<file path="src/design/wdtm_pkg.sv">
// Package: register map, field positions and timing constants of the watchdog
package wdtm_pkg;
   // --------------------------------------------------------------
   // Register byte offsets
   // --------------------------------------------------------------
   localparam logic [7:0] ADDR_CTRL = 8'h00;
   localparam logic [7:0] ADDR_CAUSE = 8'h04;
   localparam logic [7:0] ADDR_STAT = 8'h08;
   localparam logic [7:0] ADDR_MASK = 8'h0C;
   localparam logic [7:0] ADDR_COUNT = 8'h10;
   // --------------------------------------------------------------
   // Control register fields
   // --------------------------------------------------------------
   localparam int CTRL_IRQ_FLAG = 7;
   localparam int CTRL_IRQ_EN = 6;
   localparam int CTRL_PRE_MSB = 5;
   localparam int CTRL_CHG_EN = 4;
   localparam int CTRL_RST_EN = 3;
   localparam int CTRL_PRE_LO = 0;
   localparam int PRE_LO_W = 3;
   // --------------------------------------------------------------
   // Reset cause, status and mask fields
   // --------------------------------------------------------------
   localparam int CAUSE_WDOG_RST = 3;
   localparam int STAT_TIMEOUT = 0;
   localparam int STAT_RESET = 1;
   localparam int STAT_W = 2;
   // --------------------------------------------------------------
   // Reset values and timing
   // --------------------------------------------------------------
   localparam logic RST_EN_RESET = 1'b0;
   localparam logic IRQ_EN_RESET = 1'b0;
   localparam logic [3:0] PRE_RESET = 4'h0;
   localparam logic [STAT_W-1:0] STAT_RESET_VAL = 2'h0;
   localparam logic [STAT_W-1:0] MASK_RESET_VAL = 2'h0;
   localparam logic [2:0] CE_HOLD_CYCLES = 3'h4;
   localparam logic [3:0] PRE_MAX_CODE = 4'h9;
   localparam int BASE_OSC_CYCLES = 2048;
   localparam int COUNT_W = 21;
   // --------------------------------------------------------------
   // Time-out modes
   // --------------------------------------------------------------
   typedef enum logic [1:0] {
      MODE_STOP,
      MODE_IRQ,
      MODE_RST,
      MODE_IRQ_RST
   } wdtm_mode_t;
endpackage

</file>
<file path="src/design/wdtm_top.sv">
// Watchdog timer with interrupt/reset modes and timed change protection
// Behaviour
// - Mode from fuse, reset enable, irq enable
// - Combined mode: first time-out flags; ack clears
// - Unserviced flag at next time-out resets system
// - Change enable self-clears after four cycles
// - Reset flag forces reset enable high
// - Change enable bit 4, reset enable bit 3
// - Prescale msb bit 5, low bits 2..0
// - Time-out 2048 doubling to 1048576 cycles
module wdtm_top #(
   parameter int BASE_CYCLES = wdtm_pkg::BASE_OSC_CYCLES
) (
   input wire logic pclk,
   input wire logic presetn,
   input wire logic [7:0] paddr,
   input wire logic psel,
   input wire logic penable,
   input wire logic pwrite,
   input wire logic [31:0] pwdata,
   output logic [31:0] prdata,
   output logic pready,
   output logic pslverr,
   input wire logic wdog_osc,
   input wire logic watchdog_always_on_fuse,
   input wire logic wdog_restart,
   input wire logic wdog_irq_ack,
   output logic wdog_irq_req,
   output logic sys_reset_req,
   output logic irq
);
   localparam int CW = wdtm_pkg::COUNT_W;
   localparam int SW = wdtm_pkg::STAT_W;
   localparam int PRE_LO_W_C = wdtm_pkg::PRE_LO_W;

   // --------------------------------------------------------------
   // Pin synchronisers
   // --------------------------------------------------------------
   logic osc_s, fuse_s, osc_prev_q, tick;

   wdtm_sync #(.W(2)) u_sync (
      .pclk(pclk),
      .presetn(presetn),
      .d({wdog_osc, watchdog_always_on_fuse}),
      .q({osc_s, fuse_s})
   );

   // Previous level resets to the pin's idle low: no false edge
   assign tick = osc_s & ~osc_prev_q;

   // --------------------------------------------------------------
   // State
   // --------------------------------------------------------------
   logic rst_en_q, rst_en_d;
   logic ie_q, ie_d;
   logic flag_q, flag_d;
   logic ce_q, ce_d;
   logic [2:0] ce_cnt_q, ce_cnt_d;
   logic [3:0] pre_q, pre_d;
   logic rst_flag_q, rst_flag_d;
   logic [SW-1:0] stat_q, stat_d;
   logic [SW-1:0] mask_q, mask_d;
   logic [CW-1:0] cnt_q, cnt_d;
   logic sys_reset_q, sys_reset_d;
   logic irq_q, irq_d;
   logic [31:0] prdata_q, prdata_d;
   logic pready_q, pready_d;
   logic pslverr_q, pslverr_d;
   logic irq_req_q, irq_req_d;

   // --------------------------------------------------------------
   // Bus decode
   // --------------------------------------------------------------
   logic setup, wr, wr_ctrl, ce_wr, mapped;
   logic to, do_reset, do_flag;

   assign setup = psel & ~penable;
   assign wr = psel & penable & pwrite & pready_q;
   assign wr_ctrl = wr & (paddr == wdtm_pkg::ADDR_CTRL);
   assign ce_wr = wr_ctrl & pwdata[wdtm_pkg::CTRL_CHG_EN];
   // Registers fill every word from zero up to the counter
   assign mapped = (paddr[1:0] == 2'h0) && (paddr <= wdtm_pkg::ADDR_COUNT);

   // --------------------------------------------------------------
   // Mode and time-out
   // --------------------------------------------------------------
   wdtm_pkg::wdtm_mode_t mode;
   logic [3:0] code_c;
   logic [CW-1:0] limit;

   always_comb begin
      if (fuse_s) begin
         mode = wdtm_pkg::MODE_RST;
      end else begin
         case ({rst_en_q, ie_q})
            2'b01: mode = wdtm_pkg::MODE_IRQ;
            2'b10: mode = wdtm_pkg::MODE_RST;
            2'b11: mode = wdtm_pkg::MODE_IRQ_RST;
            default: mode = wdtm_pkg::MODE_STOP;
         endcase
      end
      // Reserved codes run at the longest period rather than stall
      code_c = (pre_q > wdtm_pkg::PRE_MAX_CODE) ?
               wdtm_pkg::PRE_MAX_CODE : pre_q;
      limit = CW'(BASE_CYCLES) << code_c;
      to = tick & (cnt_q == limit - CW'(1)) &
           (mode != wdtm_pkg::MODE_STOP);
   end

   // --------------------------------------------------------------
   // Next-state logic
   // --------------------------------------------------------------
   always_comb begin
      rst_en_d = rst_en_q;
      ie_d = ie_q;
      flag_d = flag_q;
      ce_d = ce_q;
      ce_cnt_d = ce_cnt_q;
      pre_d = pre_q;
      rst_flag_d = rst_flag_q;
      stat_d = stat_q;
      mask_d = mask_q;
      cnt_d = cnt_q;
      do_reset = 1'b0;
      do_flag = 1'b0;
      // Change window closes on its own
      if (ce_q) begin
         ce_cnt_d = ce_cnt_q - 3'h1;
         if (ce_cnt_q == 3'h1) begin
            ce_d = 1'b0;
         end
      end
      if (wr_ctrl) begin
         ie_d = pwdata[wdtm_pkg::CTRL_IRQ_EN];
         if (pwdata[wdtm_pkg::CTRL_IRQ_FLAG]) begin
            flag_d = 1'b0;
         end
         if (ce_q) begin
            rst_en_d = pwdata[wdtm_pkg::CTRL_RST_EN];
            pre_d = {pwdata[wdtm_pkg::CTRL_PRE_MSB],
                     pwdata[wdtm_pkg::CTRL_PRE_LO +: PRE_LO_W_C]};
         end else begin
            // Outside the window the reset enable can only be raised
            rst_en_d = rst_en_q | pwdata[wdtm_pkg::CTRL_RST_EN];
         end
         if (pwdata[wdtm_pkg::CTRL_CHG_EN]) begin
            ce_d = 1'b1;
            ce_cnt_d = wdtm_pkg::CE_HOLD_CYCLES;
         end
      end
      if (wr && paddr == wdtm_pkg::ADDR_CAUSE &&
          pwdata[wdtm_pkg::CAUSE_WDOG_RST]) begin
         rst_flag_d = 1'b0;
      end
      if (wr && paddr == wdtm_pkg::ADDR_STAT) begin
         stat_d = stat_q & ~pwdata[SW-1:0];
      end
      if (wr && paddr == wdtm_pkg::ADDR_MASK) begin
         mask_d = pwdata[SW-1:0];
      end
      // Vector taken: flag drops, and in combined mode so does the enable
      if (wdog_irq_ack && flag_q) begin
         flag_d = 1'b0;
         if (rst_en_q) begin
            ie_d = 1'b0;
         end
      end
      if (to) begin
         case (mode)
            wdtm_pkg::MODE_IRQ: do_flag = 1'b1;
            wdtm_pkg::MODE_RST: do_reset = 1'b1;
            wdtm_pkg::MODE_IRQ_RST: begin
               if (flag_q) begin
                  do_reset = 1'b1;
               end else begin
                  do_flag = 1'b1;
               end
            end
            default: ;
         endcase
      end
      // Hardware sets win over software clears
      if (do_flag) begin
         flag_d = 1'b1;
         stat_d[wdtm_pkg::STAT_TIMEOUT] = 1'b1;
      end
      if (do_reset) begin
         rst_flag_d = 1'b1;
         stat_d[wdtm_pkg::STAT_RESET] = 1'b1;
      end
      if (rst_flag_d) begin
         rst_en_d = 1'b1;
      end
      if (wdog_restart || to || mode == wdtm_pkg::MODE_STOP) begin
         cnt_d = '0;
      end else if (tick) begin
         cnt_d = cnt_q + CW'(1);
      end
   end

   // --------------------------------------------------------------
   // APB answer and outputs
   // --------------------------------------------------------------
   always_comb begin
      prdata_d = 32'h0000_0000;
      pready_d = setup;
      pslverr_d = setup & ~mapped;
      sys_reset_d = do_reset;
      irq_d = |(stat_d & mask_d);
      irq_req_d = flag_d & ie_d;
      if (setup && !pwrite) begin
         case (paddr)
            wdtm_pkg::ADDR_CTRL: begin
               prdata_d[wdtm_pkg::CTRL_IRQ_FLAG] = flag_q;
               prdata_d[wdtm_pkg::CTRL_IRQ_EN] = ie_q;
               prdata_d[wdtm_pkg::CTRL_PRE_MSB] = pre_q[3];
               prdata_d[wdtm_pkg::CTRL_CHG_EN] = ce_q;
               prdata_d[wdtm_pkg::CTRL_RST_EN] = rst_en_q;
               prdata_d[wdtm_pkg::CTRL_PRE_LO +: PRE_LO_W_C] =
                  pre_q[2:0];
            end
            wdtm_pkg::ADDR_CAUSE:
               prdata_d[wdtm_pkg::CAUSE_WDOG_RST] = rst_flag_q;
            wdtm_pkg::ADDR_STAT: prdata_d[SW-1:0] = stat_q;
            wdtm_pkg::ADDR_MASK: prdata_d[SW-1:0] = mask_q;
            wdtm_pkg::ADDR_COUNT: prdata_d[CW-1:0] = cnt_q;
            default: prdata_d = 32'h0000_0000;
         endcase
      end
   end

   always_ff @(posedge pclk or negedge presetn) begin
      if (!presetn) begin
         rst_en_q <= wdtm_pkg::RST_EN_RESET;
         ie_q <= wdtm_pkg::IRQ_EN_RESET;
         flag_q <= 1'b0;
         ce_q <= 1'b0;
         ce_cnt_q <= 3'h0;
         pre_q <= wdtm_pkg::PRE_RESET;
         rst_flag_q <= 1'b0;
         stat_q <= wdtm_pkg::STAT_RESET_VAL;
         mask_q <= wdtm_pkg::MASK_RESET_VAL;
         cnt_q <= '0;
         sys_reset_q <= 1'b0;
         irq_q <= 1'b0;
         prdata_q <= 32'h0000_0000;
         pready_q <= 1'b0;
         pslverr_q <= 1'b0;
         irq_req_q <= 1'b0;
         osc_prev_q <= 1'b0;
      end else begin
         rst_en_q <= rst_en_d;
         ie_q <= ie_d;
         flag_q <= flag_d;
         ce_q <= ce_d;
         ce_cnt_q <= ce_cnt_d;
         pre_q <= pre_d;
         rst_flag_q <= rst_flag_d;
         stat_q <= stat_d;
         mask_q <= mask_d;
         cnt_q <= cnt_d;
         sys_reset_q <= sys_reset_d;
         irq_q <= irq_d;
         prdata_q <= prdata_d;
         pready_q <= pready_d;
         pslverr_q <= pslverr_d;
         irq_req_q <= irq_req_d;
         osc_prev_q <= osc_s;
      end
   end

   assign prdata = prdata_q;
   assign pready = pready_q;
   assign pslverr = pslverr_q;
   assign wdog_irq_req = irq_req_q;
   assign sys_reset_req = sys_reset_q;
   assign irq = irq_q;
endmodule

</file>
<file path="src/design/wdtm_sync.sv">
// Two-stage synchroniser for inputs arriving from outside pclk
module wdtm_sync #(
   parameter int W = 1
) (
   input wire logic pclk,
   input wire logic presetn,
   input wire logic [W-1:0] d,
   output logic [W-1:0] q
);
   logic [W-1:0] meta_q;

   always_ff @(posedge pclk or negedge presetn) begin
      if (!presetn) begin
         meta_q <= '0;
         q <= '0;
      end else begin
         meta_q <= d;
         q <= meta_q;
      end
   end
endmodule

</file>
<file path="config.mk">
export PLATFORM = sky130hd
export DESIGN_NAME = wdtm_top
export DESIGN_NICKNAME = d
export VERILOG_FILES = /design/src/design/wdtm_pkg.sv /design/src/design/wdtm_top.sv /design/src/design/wdtm_sync.sv
export SDC_FILE = /design/constraint.sdc
export NUM_CORES = 1
export LEC_CHECK = 0
export ABC_AREA = 1
export BUFFER_PORTS_ARGS = -buffer_cell sky130_fd_sc_hd__buf_2
export CAP_MARGIN = 10
export CORE_MARGIN = 4
export CORE_UTILIZATION = 50
export CTS_CLUSTER_SIZE = 20
export DETAILED_ROUTE_END_ITERATION = 12
export GPL_TIMING_DRIVEN = 0
export PLACE_DENSITY = 0.83
export SLEW_MARGIN = 20
export SYNTH_ARGS = -nofsm -noshare
export SYNTH_HDL_FRONTEND = slang
export SYNTH_HIERARCHICAL = 1
export SYNTH_SLANG_ARGS = --single-unit
</file>
<file path="constraint.sdc">
create_clock -name pclk -period 2.5 [get_ports pclk]
set_clock_uncertainty 0.1 [all_clocks]
set_input_delay 0.125 -clock pclk [delete_from_list [all_inputs] [get_ports pclk]]
set_output_delay 0.125 -clock pclk [all_outputs]
set_load 0.03 [all_outputs]
</file>
======== Word level (Yosys, flattened, before mapping) ========
Index checks and enable logic that the tools add are counted.
operators by class
  shift operators ......................... 1
  bitwise logic cells ..................... 17
  equality and inequality tests ........... 12
  div/mod/pow operators ................... 0
  multiplexer cells ....................... 40
  reductions and logical operators ........ 18
  $lt $le $gt $ge ......................... 2
  multiply operators ...................... 0
  add/sub/neg operators ................... 3
operators by type and width
  cell                     count
  $mux W21                 3
  $mux W1                  22
  $add A21 B1 Y21 const B  1
  $eq A21 B21 Y1           1
  $shl A12 B4 Y21 const A  1
  $sub A21 B1 Y21 const B  1
  $eq A8 B4 Y1 const B     2
  $mux W13                 1
  $and A1 B1 Y1            10
  $mux W3                  3
  $eq A2 B2 Y1 const B     4
  $eq A8 B3 Y1 const B     1
  $eq A8 B5 Y1 const B     1
  $le A8 B5 Y1 const B     1
  $logic_not A8 Y1         1
  $pmux W2 S4              1
  $pmux W4 S2              1
  $logic_and A1 B1 Y1      7
  $mux W2                  3
  $pmux W1 S2              3
  $pmux W2 S3              1
  $reduce_bool A2 Y1       3
  $and A2 B2 Y2            2
  $eq A2 B1 Y1 const B     2
  other kinds (13)         17
word-level totals
  memory bits (writable) .................. 0
  memories ................................ 0
  bits in registers ....................... 79
  bits in read-only memories .............. 0
  logic and storage cells ................. 112
  output and inout port bits .............. 37
  latch bits .............................. 0

======== Longest topological paths before layout ========
Gate-level depths: netlist (run 1).
  depth after elaboration ................. 11
  mapped depth ............................ 16

======== Cells and area by module ========
The synthesis (run 1) kept the hierarchy.
by module, submodules not included
  module     sequential area each (µm²)  instances  area each (µm²)  cells an instance
  wdtm_top   1601.5                      1          3453.3           407
  wdtm_sync  100.1                       1          100.1            4

======== Worst setup path after synthesis (run 1) ========
Ideal clock, no wire load.
  kind .................................... reg2reg
  from .................................... register pre_q[2]
  to ...................................... register cnt_q[17]
  arrival ................................. 1883 ps
  slack ................................... 398 ps
  cell stages (with the launch flop) ...... 16
  path buffers ............................ 2
  period minus slack after synthesis ...... 2102 ps
  cells stage by stage .................... dfrtp_1 -> buf_6 -> nor2_4 -> nand3_2 -> ha_1 -> nand2_1 -> nand3_1 -> nor2_1 -> nand2_1 -> nor2_1 -> nand3_1 -> nor2_4 -> nand3_2 -> nand2_2 -> buf_12 -> nor2_2
on the way
  cells in the longest elaborated chain, start to end .. 10
  elaborated cells on any way between the ends .. 11
  classes of those cells .................. 1 x add/sub; 1 x order compare; 1 x eq/ne; 1 x shift; 2 x mux; 2 x bitwise; 3 x reduce/logical
ends and longest elaborated chain
  what                                                   line             text
  start, declared                                        wdtm_top.sv:59   logic [3:0] pre_q, pre_d;
  start signal, assigned                                 wdtm_top.sv:239  pre_q <= wdtm_pkg::PRE_RESET;
  start signal, assigned                                 wdtm_top.sv:257  pre_q <= pre_d;
  $gt A4 B4 Y1                                           wdtm_top.sv:103  code_c = (pre_q > wdtm_pkg::PRE_MAX_CODE) ?
  $mux W4 *                                              wdtm_top.sv:103
  $shl A12 B4 Y21 *                                      wdtm_top.sv:105  limit = CW'(BASE_CYCLES) << code_c;
  $sub A21 B1 Y21 *                                      wdtm_top.sv:106  to = tick & (cnt_q == limit - CW'(1)) &
  $eq A21 B21 Y1 *                                       wdtm_top.sv:106
  $and A1 B1 Y1 * (2 in series)                          wdtm_top.sv:106
  $logic_or A1 B1 Y1 * (2 in series)                     wdtm_top.sv:194  if (wdog_restart || to || mode == wdtm_pkg::MODE_STOP) begin
  $mux W21 / $reduce_bool A2 Y1 (equally long branches)  -
  end signal, assigned                                   wdtm_top.sv:261  cnt_q <= cnt_d;
  end, declared                                          wdtm_top.sv:63   logic [CW-1:0] cnt_q, cnt_d;
Mark *: on every way between the ends. The rest lies on a longest branch, timed or not.
A chain may end at the register's enable or synchronous reset.

======== Final worst setup path (run 1) ========
  from .................................... register pre_q[2]
  to ...................................... register cnt_q[5]
The elaborated chain is that of the path after synthesis.

==> flow_summary_export.csv, run 1 <==
group,metric,value,unit
placement,routabilityCongestion,0.881,
worst_hold_path,worstHoldPathType,"in -> reg",
layout,layout_common_cells,"nand2_1 (90), dfrtp_1 (68), buf_2 (50)",
setup_path,startpoint,"pre_q[2]$_DFFE_PN0P_",
pwr,p_comb_share,8.7,%
setup_path,slowest_stage,"dfrtp_1",
yosys,synth_edf_count,0,
pwr,power.switching,0.000516,W
die,die_y,92.3,um
pwr,power.density,483,nW/um^2
setup_path,worstReg2RegEnd,"cnt_q[5]$_DFFE_PN0P_",
global_routing,grt_max_degree,36,
pwr,p_sw_share,24.7,%
cts,cts_max_path_buffers,2,
routing,firstDrtPassIters,7,
sta,hold_violations,0,
pwr,p_seq_share,54.0,%
worst_hold_path,min_from,"pwrite",
global_routing,grt.total_usage,20.4,%
yosys,synth_top_flop_cell,"dfrtp_1",
layout,area_growth,21.9,%
setup_path,slowest_delay,380,ps
routing,routed_via_density,5.09,
routing,postRouteWirelength,8370,um
yosys,yosys_warnings,6,
die,die_width,92.3,um
cts,htreeDepth,3,
setup_path,worstPathRequired,2630,ps
layout,antennaDiodeCount,0,
yosys,syn_inst,411,
sta,period_minus_slack,2360,ps
pwr,ir_drop,0.000280,V
die,io-pin-count,86,
setup_path,crit_top_cell,"nand2_1",
pwr,p_int,0.00157,W
cts,cts.sinks,68,
yosys,ys_ff_latch,68,
placement,placed_cell_area,3980,um^2
sta,finalSetupTns,0,ps
outcome,status,"finished, final reports clean",
cts,cts.reportedPaths.clkPinSlew,70,ps
setup_path,worstPathArrival,2500,ps
sta,max_freq,424,MHz
setup_path,setup.worst_path.end_class,"flip-flop",
placement,hpwl,6030,um
yosys,syn_area,3550,um^2
cts,cts_tree,"yes",
die,dieArea,8520,um^2
layout,nets,552,
sta,slew_headroom,52.8,%
setup_path,r2r-start,"pre_q[2]$_DFFE_PN0P_",
routing,vias,3056,
global_routing,grt_pass1_vias,2997,
global_routing,overflow,0,
routing,drt_iter0_markers,227,
cts,numCtsBuffers,9,
sta,slew_violations,0,
routing,drc_errors,0,
placement,port_buffers,50,
pwr,power.share.clock,37.3,%
global_routing,antenna_found_initial,0,
setup_path,r2r_setup_slack,140,ps
cts,root_buffer,"clkbuf_8",
sta,setup_viol,0,
die,core-area,6830,um^2
die,row_count,30,
layout,mostFrequentLayoutCell,"nand2_1",
sta,fin_crit_sh,94.4,%
die,start_util,52.0,%
yosys,ys_seq_area_share,47.9,%
setup_path,path_cells,"buf_6, nor2_4, nand3_1, ha_4, inv_1, nand2_1, nand2_1, nor2_1, nand2_1, nor2_2, nand3_2, nor2_4, nand3_2, nand2_4, buf_6, nor2_1",
yosys,synthArstFlopShare,100,%
worst_hold_path,worstHoldPathCells,4,
routing,wl_per_cell,14.0,um
setup_path,rr_worst_depth,16,
sta,worstMarginPinSlew,703,ps
setup_path,cp-start-kind,"flip-flop",
setup_path,critical_path_class,"reg -> reg",
yosys,synth_cell_types,43,
layout,drive_above_1_share,26.2,%
layout,final_area,4330,um^2
global_routing,grt_pass1_wl,13600,um
flow_run,max-cap-violations,0,
worst_hold_path,hold_end,"prdata[3]$_DFF_PN0_",
yosys,avgSynthCellArea,8.65,um^2
pwr,p_leak,2.02,nW
setup_path,path_max_fanout,10,
cts,worstSkewPairLatency,350,ps
routing,ant_nets,0,
## sequential cells by signal (all words and copies together) (netlist names), 2 cells and up
name	cells
u_sync/q	2
mask_q	2
u_sync/meta_q	2
stat_q	2
pre_q	4
ce_cnt_q	3
cnt_q	21
prdata	21
## synthesized netlist by cell type, types with 2 or more instances
cell	instances	area, um^2
nand4_1	10	62.6
nor2_1	32	120
inv_1	46	173
o22ai_1	2	12.5
nor3_1	18	90.1
nor2_4	8	90.1
buf_4	11	82.6
xor2_1	16	140
nand2_1	90	338
o21ai_0	13	65.1
a21oi_1	9	45.0
nand2_2	5	31.3
nand3_1	17	85.1
o21ai_1	3	15.0
nand3_2	4	40.0
nor3_2	2	20.0
ha_1	4	50.1
dfrtp_1	68	1700
xnor2_1	5	43.8
nor2_2	17	106
buf_6	3	33.8
inv_2	7	26.3
## through the flow
stage	worst slack (ps)	hold slack [ps]	utilization, %	power, W	std cells
after CTS	119	17.7	62.9	0.00209	599
after detailed placement	141	0.795	58.3	0.00131	568
after global placement	185	134	58.0	0.00130	567
after global routing	-14.2	35.1	63.4	0.00217	600
final	139	27.2	63.4	0.00209	600
after floorplan	398	-271	-	0.00125	421
## critical path, delay by kind of cell (launching register included)
kind          cells  cell delay, ps
simple gates     12            1140
fa+ha+maj         1             300
buf+inv           3             320
flops             1             380
## power by group through the flow
stage	Sequential [W]	Combinational, W	Clock (W)
5_1_grt	0.00113	0.000203	0.000840
3_5_place_dp	0.00115	0.000162	0
3_3_place_gp	0.00115	0.000154	0
2_1_floorplan	0.00115	0.0000944	0
6_report	0.00113	0.000182	0.000779
4_1_cts	0.00113	0.000181	0.000783
## cells by family after synthesis
kind of cell	synth area share, %
simple gates	29.5
buf+inv	10.0
flops	47.9
compound gates	5.92
xor+xnor	5.18
fa+ha+maj	1.41
other cells	0.106
## worst max-delay path by stage
stage	endpoint	depth (start not counted)
global placement	cnt_q[8]$_DFFE_PN0P_	15
floorplan	cnt_q[17]$_DFFE_PN0P_	15
detailed placement	cnt_q[5]$_DFFE_PN0P_	15
finish	cnt_q[5]$_DFFE_PN0P_	16
CTS	cnt_q[5]$_DFFE_PN0P_	15
global route	cnt_q[5]$_DFFE_PN0P_	16
## metal layers
layer | up-vias | global-route usage [%] | routed length, um
met3 | 32 | 5.44 | 547
met2 | 127 | 34.6 | 4170
met4 | 0 | 9.41 | 342
met5 | - | 0 | 0
met1 | 1430 | 24.1 | 3310
li1 | 1467 | - | -
## timing repair
item / 4_1_cts / 5_1_grt
buffers inserted: 0 / 0
setup endpoints to repair: 0 / 21
resized for setup: 0 / 4
hold buffers: 15 / 1
hold endpoints to repair: 51 / 1
## cell type report
| class | instances | area (um^2) |
|---|---|---|
| flip-flops and latches | 68 | 1700 |
| well taps | 96 | 120 |
| inverters | 54 | 208 |
| clock inverters | 2 | 10.0 |
| repair buffers | 67 | 433 |
| multi-input cells | 281 | 1560 |
| plain buffers | 18 | 149 |
| fillers | 567 | 2500 |
| clock buffers | 14 | 153 |
Note: power is estimated with default switching activity, not from simulation.
==> inputs of run 2 (changes only) <==
--- a/config.mk
+++ b/config.mk
@@ -9,11 +9,11 @@
 export BUFFER_PORTS_ARGS = -buffer_cell sky130_fd_sc_hd__buf_2
 export CAP_MARGIN = 10
 export CORE_MARGIN = 4
-export CORE_UTILIZATION = 50
+export CORE_UTILIZATION = 48
 export CTS_CLUSTER_SIZE = 20
 export DETAILED_ROUTE_END_ITERATION = 12
 export GPL_TIMING_DRIVEN = 0
-export PLACE_DENSITY = 0.83
+export PLACE_DENSITY = 0.84
 export SLEW_MARGIN = 20
 export SYNTH_ARGS = -nofsm -noshare
 export SYNTH_HDL_FRONTEND = slang
==> constraint.sdc (replaced) <==
create_clock -name pclk -period 2.1 [get_ports pclk]
set_clock_uncertainty 0.1 [all_clocks]
set_input_delay 0.105 -clock pclk [delete_from_list [all_inputs] [get_ports pclk]]
set_output_delay 0.105 -clock pclk [all_outputs]
set_load 0.03 [all_outputs]
==> run 2 against run 1 <==
Compared with the run above: the flow now finishes with violations (negative setup slack); setup slack worse by 370 ps; core utilization fell by 1.1 points; critical path depth decreased by 1; highest routed layer unchanged.
==> flow_summary_export.csv, run 2 (synthesis results as in run 1) <==
group,metric,value,unit
die,io-pin-count,86,
placement,hpwl,5980,um
sta,slew_violations,0,
layout,final_util,62.3,%
layout,nets,559,
outcome,status,"finished, violations left",
setup_path,setup.worst_path.end_class,"flip-flop",
worst_hold_path,worstHoldPathType,"in -> reg",
layout,layout_common_cells,"nand2_1 (88), dfrtp_1 (67), buf_2 (50)",
setup_path,r2r_setup_slack,-230,ps
setup_path,r2r-start,"pre_q[3]$_DFFE_PN0P_",
setup_path,critical_path_class,"reg -> reg",
routing,ant_nets,0,
die,core-area,7210,um^2
routing,drc_errors,0,
global_routing,grt_pass1_wl,13900,um
layout,mostFrequentLayoutCell,"nand2_1",
die,row_count,31,
die,die_width,94.0,um
layout,area_growth,26.6,%
sta,slew_headroom,53.6,%
setup_path,startpoint,"pre_q[3]$_DFFE_PN0P_",
sta,rsz0062_at_grt,"yes",
cts,root_buffer,"clkbuf_8",
routing,postRouteWirelength,8610,um
cts,cts.sinks,68,
global_routing,antenna_found_initial,0,
cts,cts_max_path_buffers,2,
sta,max_freq,429,MHz
cts,cts_tree,"yes",
die,die_y,94.0,um
setup_path,worstPathRequired,2240,ps
global_routing,grt_pass1_vias,3108,
setup_path,cp-start-kind,"flip-flop",
global_routing,overflow,0,
sta,worstMarginPinSlew,690,ps
routing,vias,3094,
cts,cts.reportedPaths.clkPinSlew,80,ps
routing,firstDrtPassIters,5,
setup_path,path_max_fanout,5,
cts,worstSkewPairLatency,360,ps
worst_hold_path,min_from,"paddr[2]",
pwr,p_leak,2.08,nW
sta,period_minus_slack,2330,ps
global_routing,grt.total_usage,20.5,%
setup_path,worstPathArrival,2470,ps
pwr,power.density,602,nW/um^2
sta,hold_violations,0,
placement,routabilityCongestion,0.901,
flow_run,max-cap-violations,0,
sta,setup_ws,-230,ps
routing,wl_per_cell,14.1,um
outcome,violations,"negative setup slack",
layout,drive_above_1_share,30.1,%
routing,drt_iter0_markers,211,
cts,htreeDepth,3,
sta,fin_crit_sh,111,%
global_routing,grt_max_degree,42,
layout,antennaDiodeCount,0,
routing,routed_via_density,5.07,
placement,port_buffers,50,
pwr,ir_drop,0.000355,V
sta,whs,14.6,ps
die,dieArea,8840,um^2
sta,setup_viol,25,
cts,numCtsBuffers,9,
die,start_util,49.3,%
==> run 2: cell types whose count changed in the layout (fill, tap and decap cells not counted), moves of 2 or more <==
| cell | previous run | this run |
|---|---|---|
| buf_4 | 12 | 19 |
| nor2_1 | 31 | 26 |
| nor2_2 | 18 | 21 |
| nor2_4 | 8 | 10 |
| clkbuf_1 | 5 | 1 |
| nand2_2 | 4 | 6 |
| clkinvlp_4 | 0 | 2 |
| nand2_1 | 90 | 88 |
==> run 2: timing repair <==
item / in CTS / in global routing
pin swaps: 2 / 9
setup buffers: 6 / 1
cloned: 1 / 1
gates resized for setup: 11 / 9
endpoints found under the setup margin: 29 / 29
hold buffers: 16 / 0
hold endpoints to repair: 88 / 0
==> run 2: final timing paths <==
kind | cells past startpoint | end
worst min register to register | 0 | u_sync/q[1]$_DFF_PN0_
max in group asynchronous | 3 | pre_q[1]$_DFFE_PN0P_
worst max-delay path | 15 | cnt_q[1]$_DFFE_PN0P_
worst max register to register | 15 | cnt_q[1]$_DFFE_PN0P_
worst min-delay path | 4 | prdata[1]$_DFF_PN0_
min in group asynchronous | 2 | cnt_q[12]$_DFFE_PN0P_
==> run 2: layout make-up <==
cell class	count	area, um^2
inverters	54	210
clock buffers	11	151
flip-flops and latches	68	1700
well taps	99	124
multi-input cells	281	1600
clock inverters	5	58.8
fillers	595	2720
plain buffers	16	126
repair buffers	76	522
==> run 2: critical path, cell delays in order (launching register included) <==
cell and delay (ps):
dfrtp_1 420, nor2_4 180, nand3_2 110, ha_4 290, inv_2 30, nand2_1 50
nand2_1 50, nor2_1 80, nand2_1 80, nor2_2 110, nand3_2 90, nor2_4 160
nand3_2 110, nand2_4 140, clkbuf_16 170, a21oi_2 40
==> run 2: layer usage <==
metal | global-route usage, % | vias to the layer above | part of all wire (%)
met2 | 33.9 | 147 | 49
li1 | - | 1473 | -
met3 | 5.37 | 22 | 6.6
met4 | 10.1 | 0 | 2.6
met1 | 24.5 | 1452 | 42
met5 | 0 | - | 0
==> run 2: per-stage QoR <==
| step | setup TNS, ps | cell area [um^2] | worst slack [ps] | power (W) | std cells |
|---|---|---|---|---|---|
| floorplan | 0 | 3600 | 3.94 | 0.00148 | 421 |
| global route | -7810 | 4500 | -347 | 0.00281 | 610 |
| global placement | -3600 | 3980 | -179 | 0.00155 | 570 |
| finish | -5100 | 4500 | -230 | 0.00271 | 610 |
| CTS | -4130 | 4460 | -190 | 0.00272 | 610 |
| detailed placement | -4390 | 4000 | -213 | 0.00157 | 571 |
==> run 2: where the power goes <==
group	total, W	switching (W)	leakage [nW]	internal [W]
sequential	0.00134	0.0000142	0.892	0.00133
clock	0.00113	0.000518	0.102	0.000615
combinational	0.000233	0.000140	1.08	0.0000926
total	0.00271	0.000672	2.08	0.00204
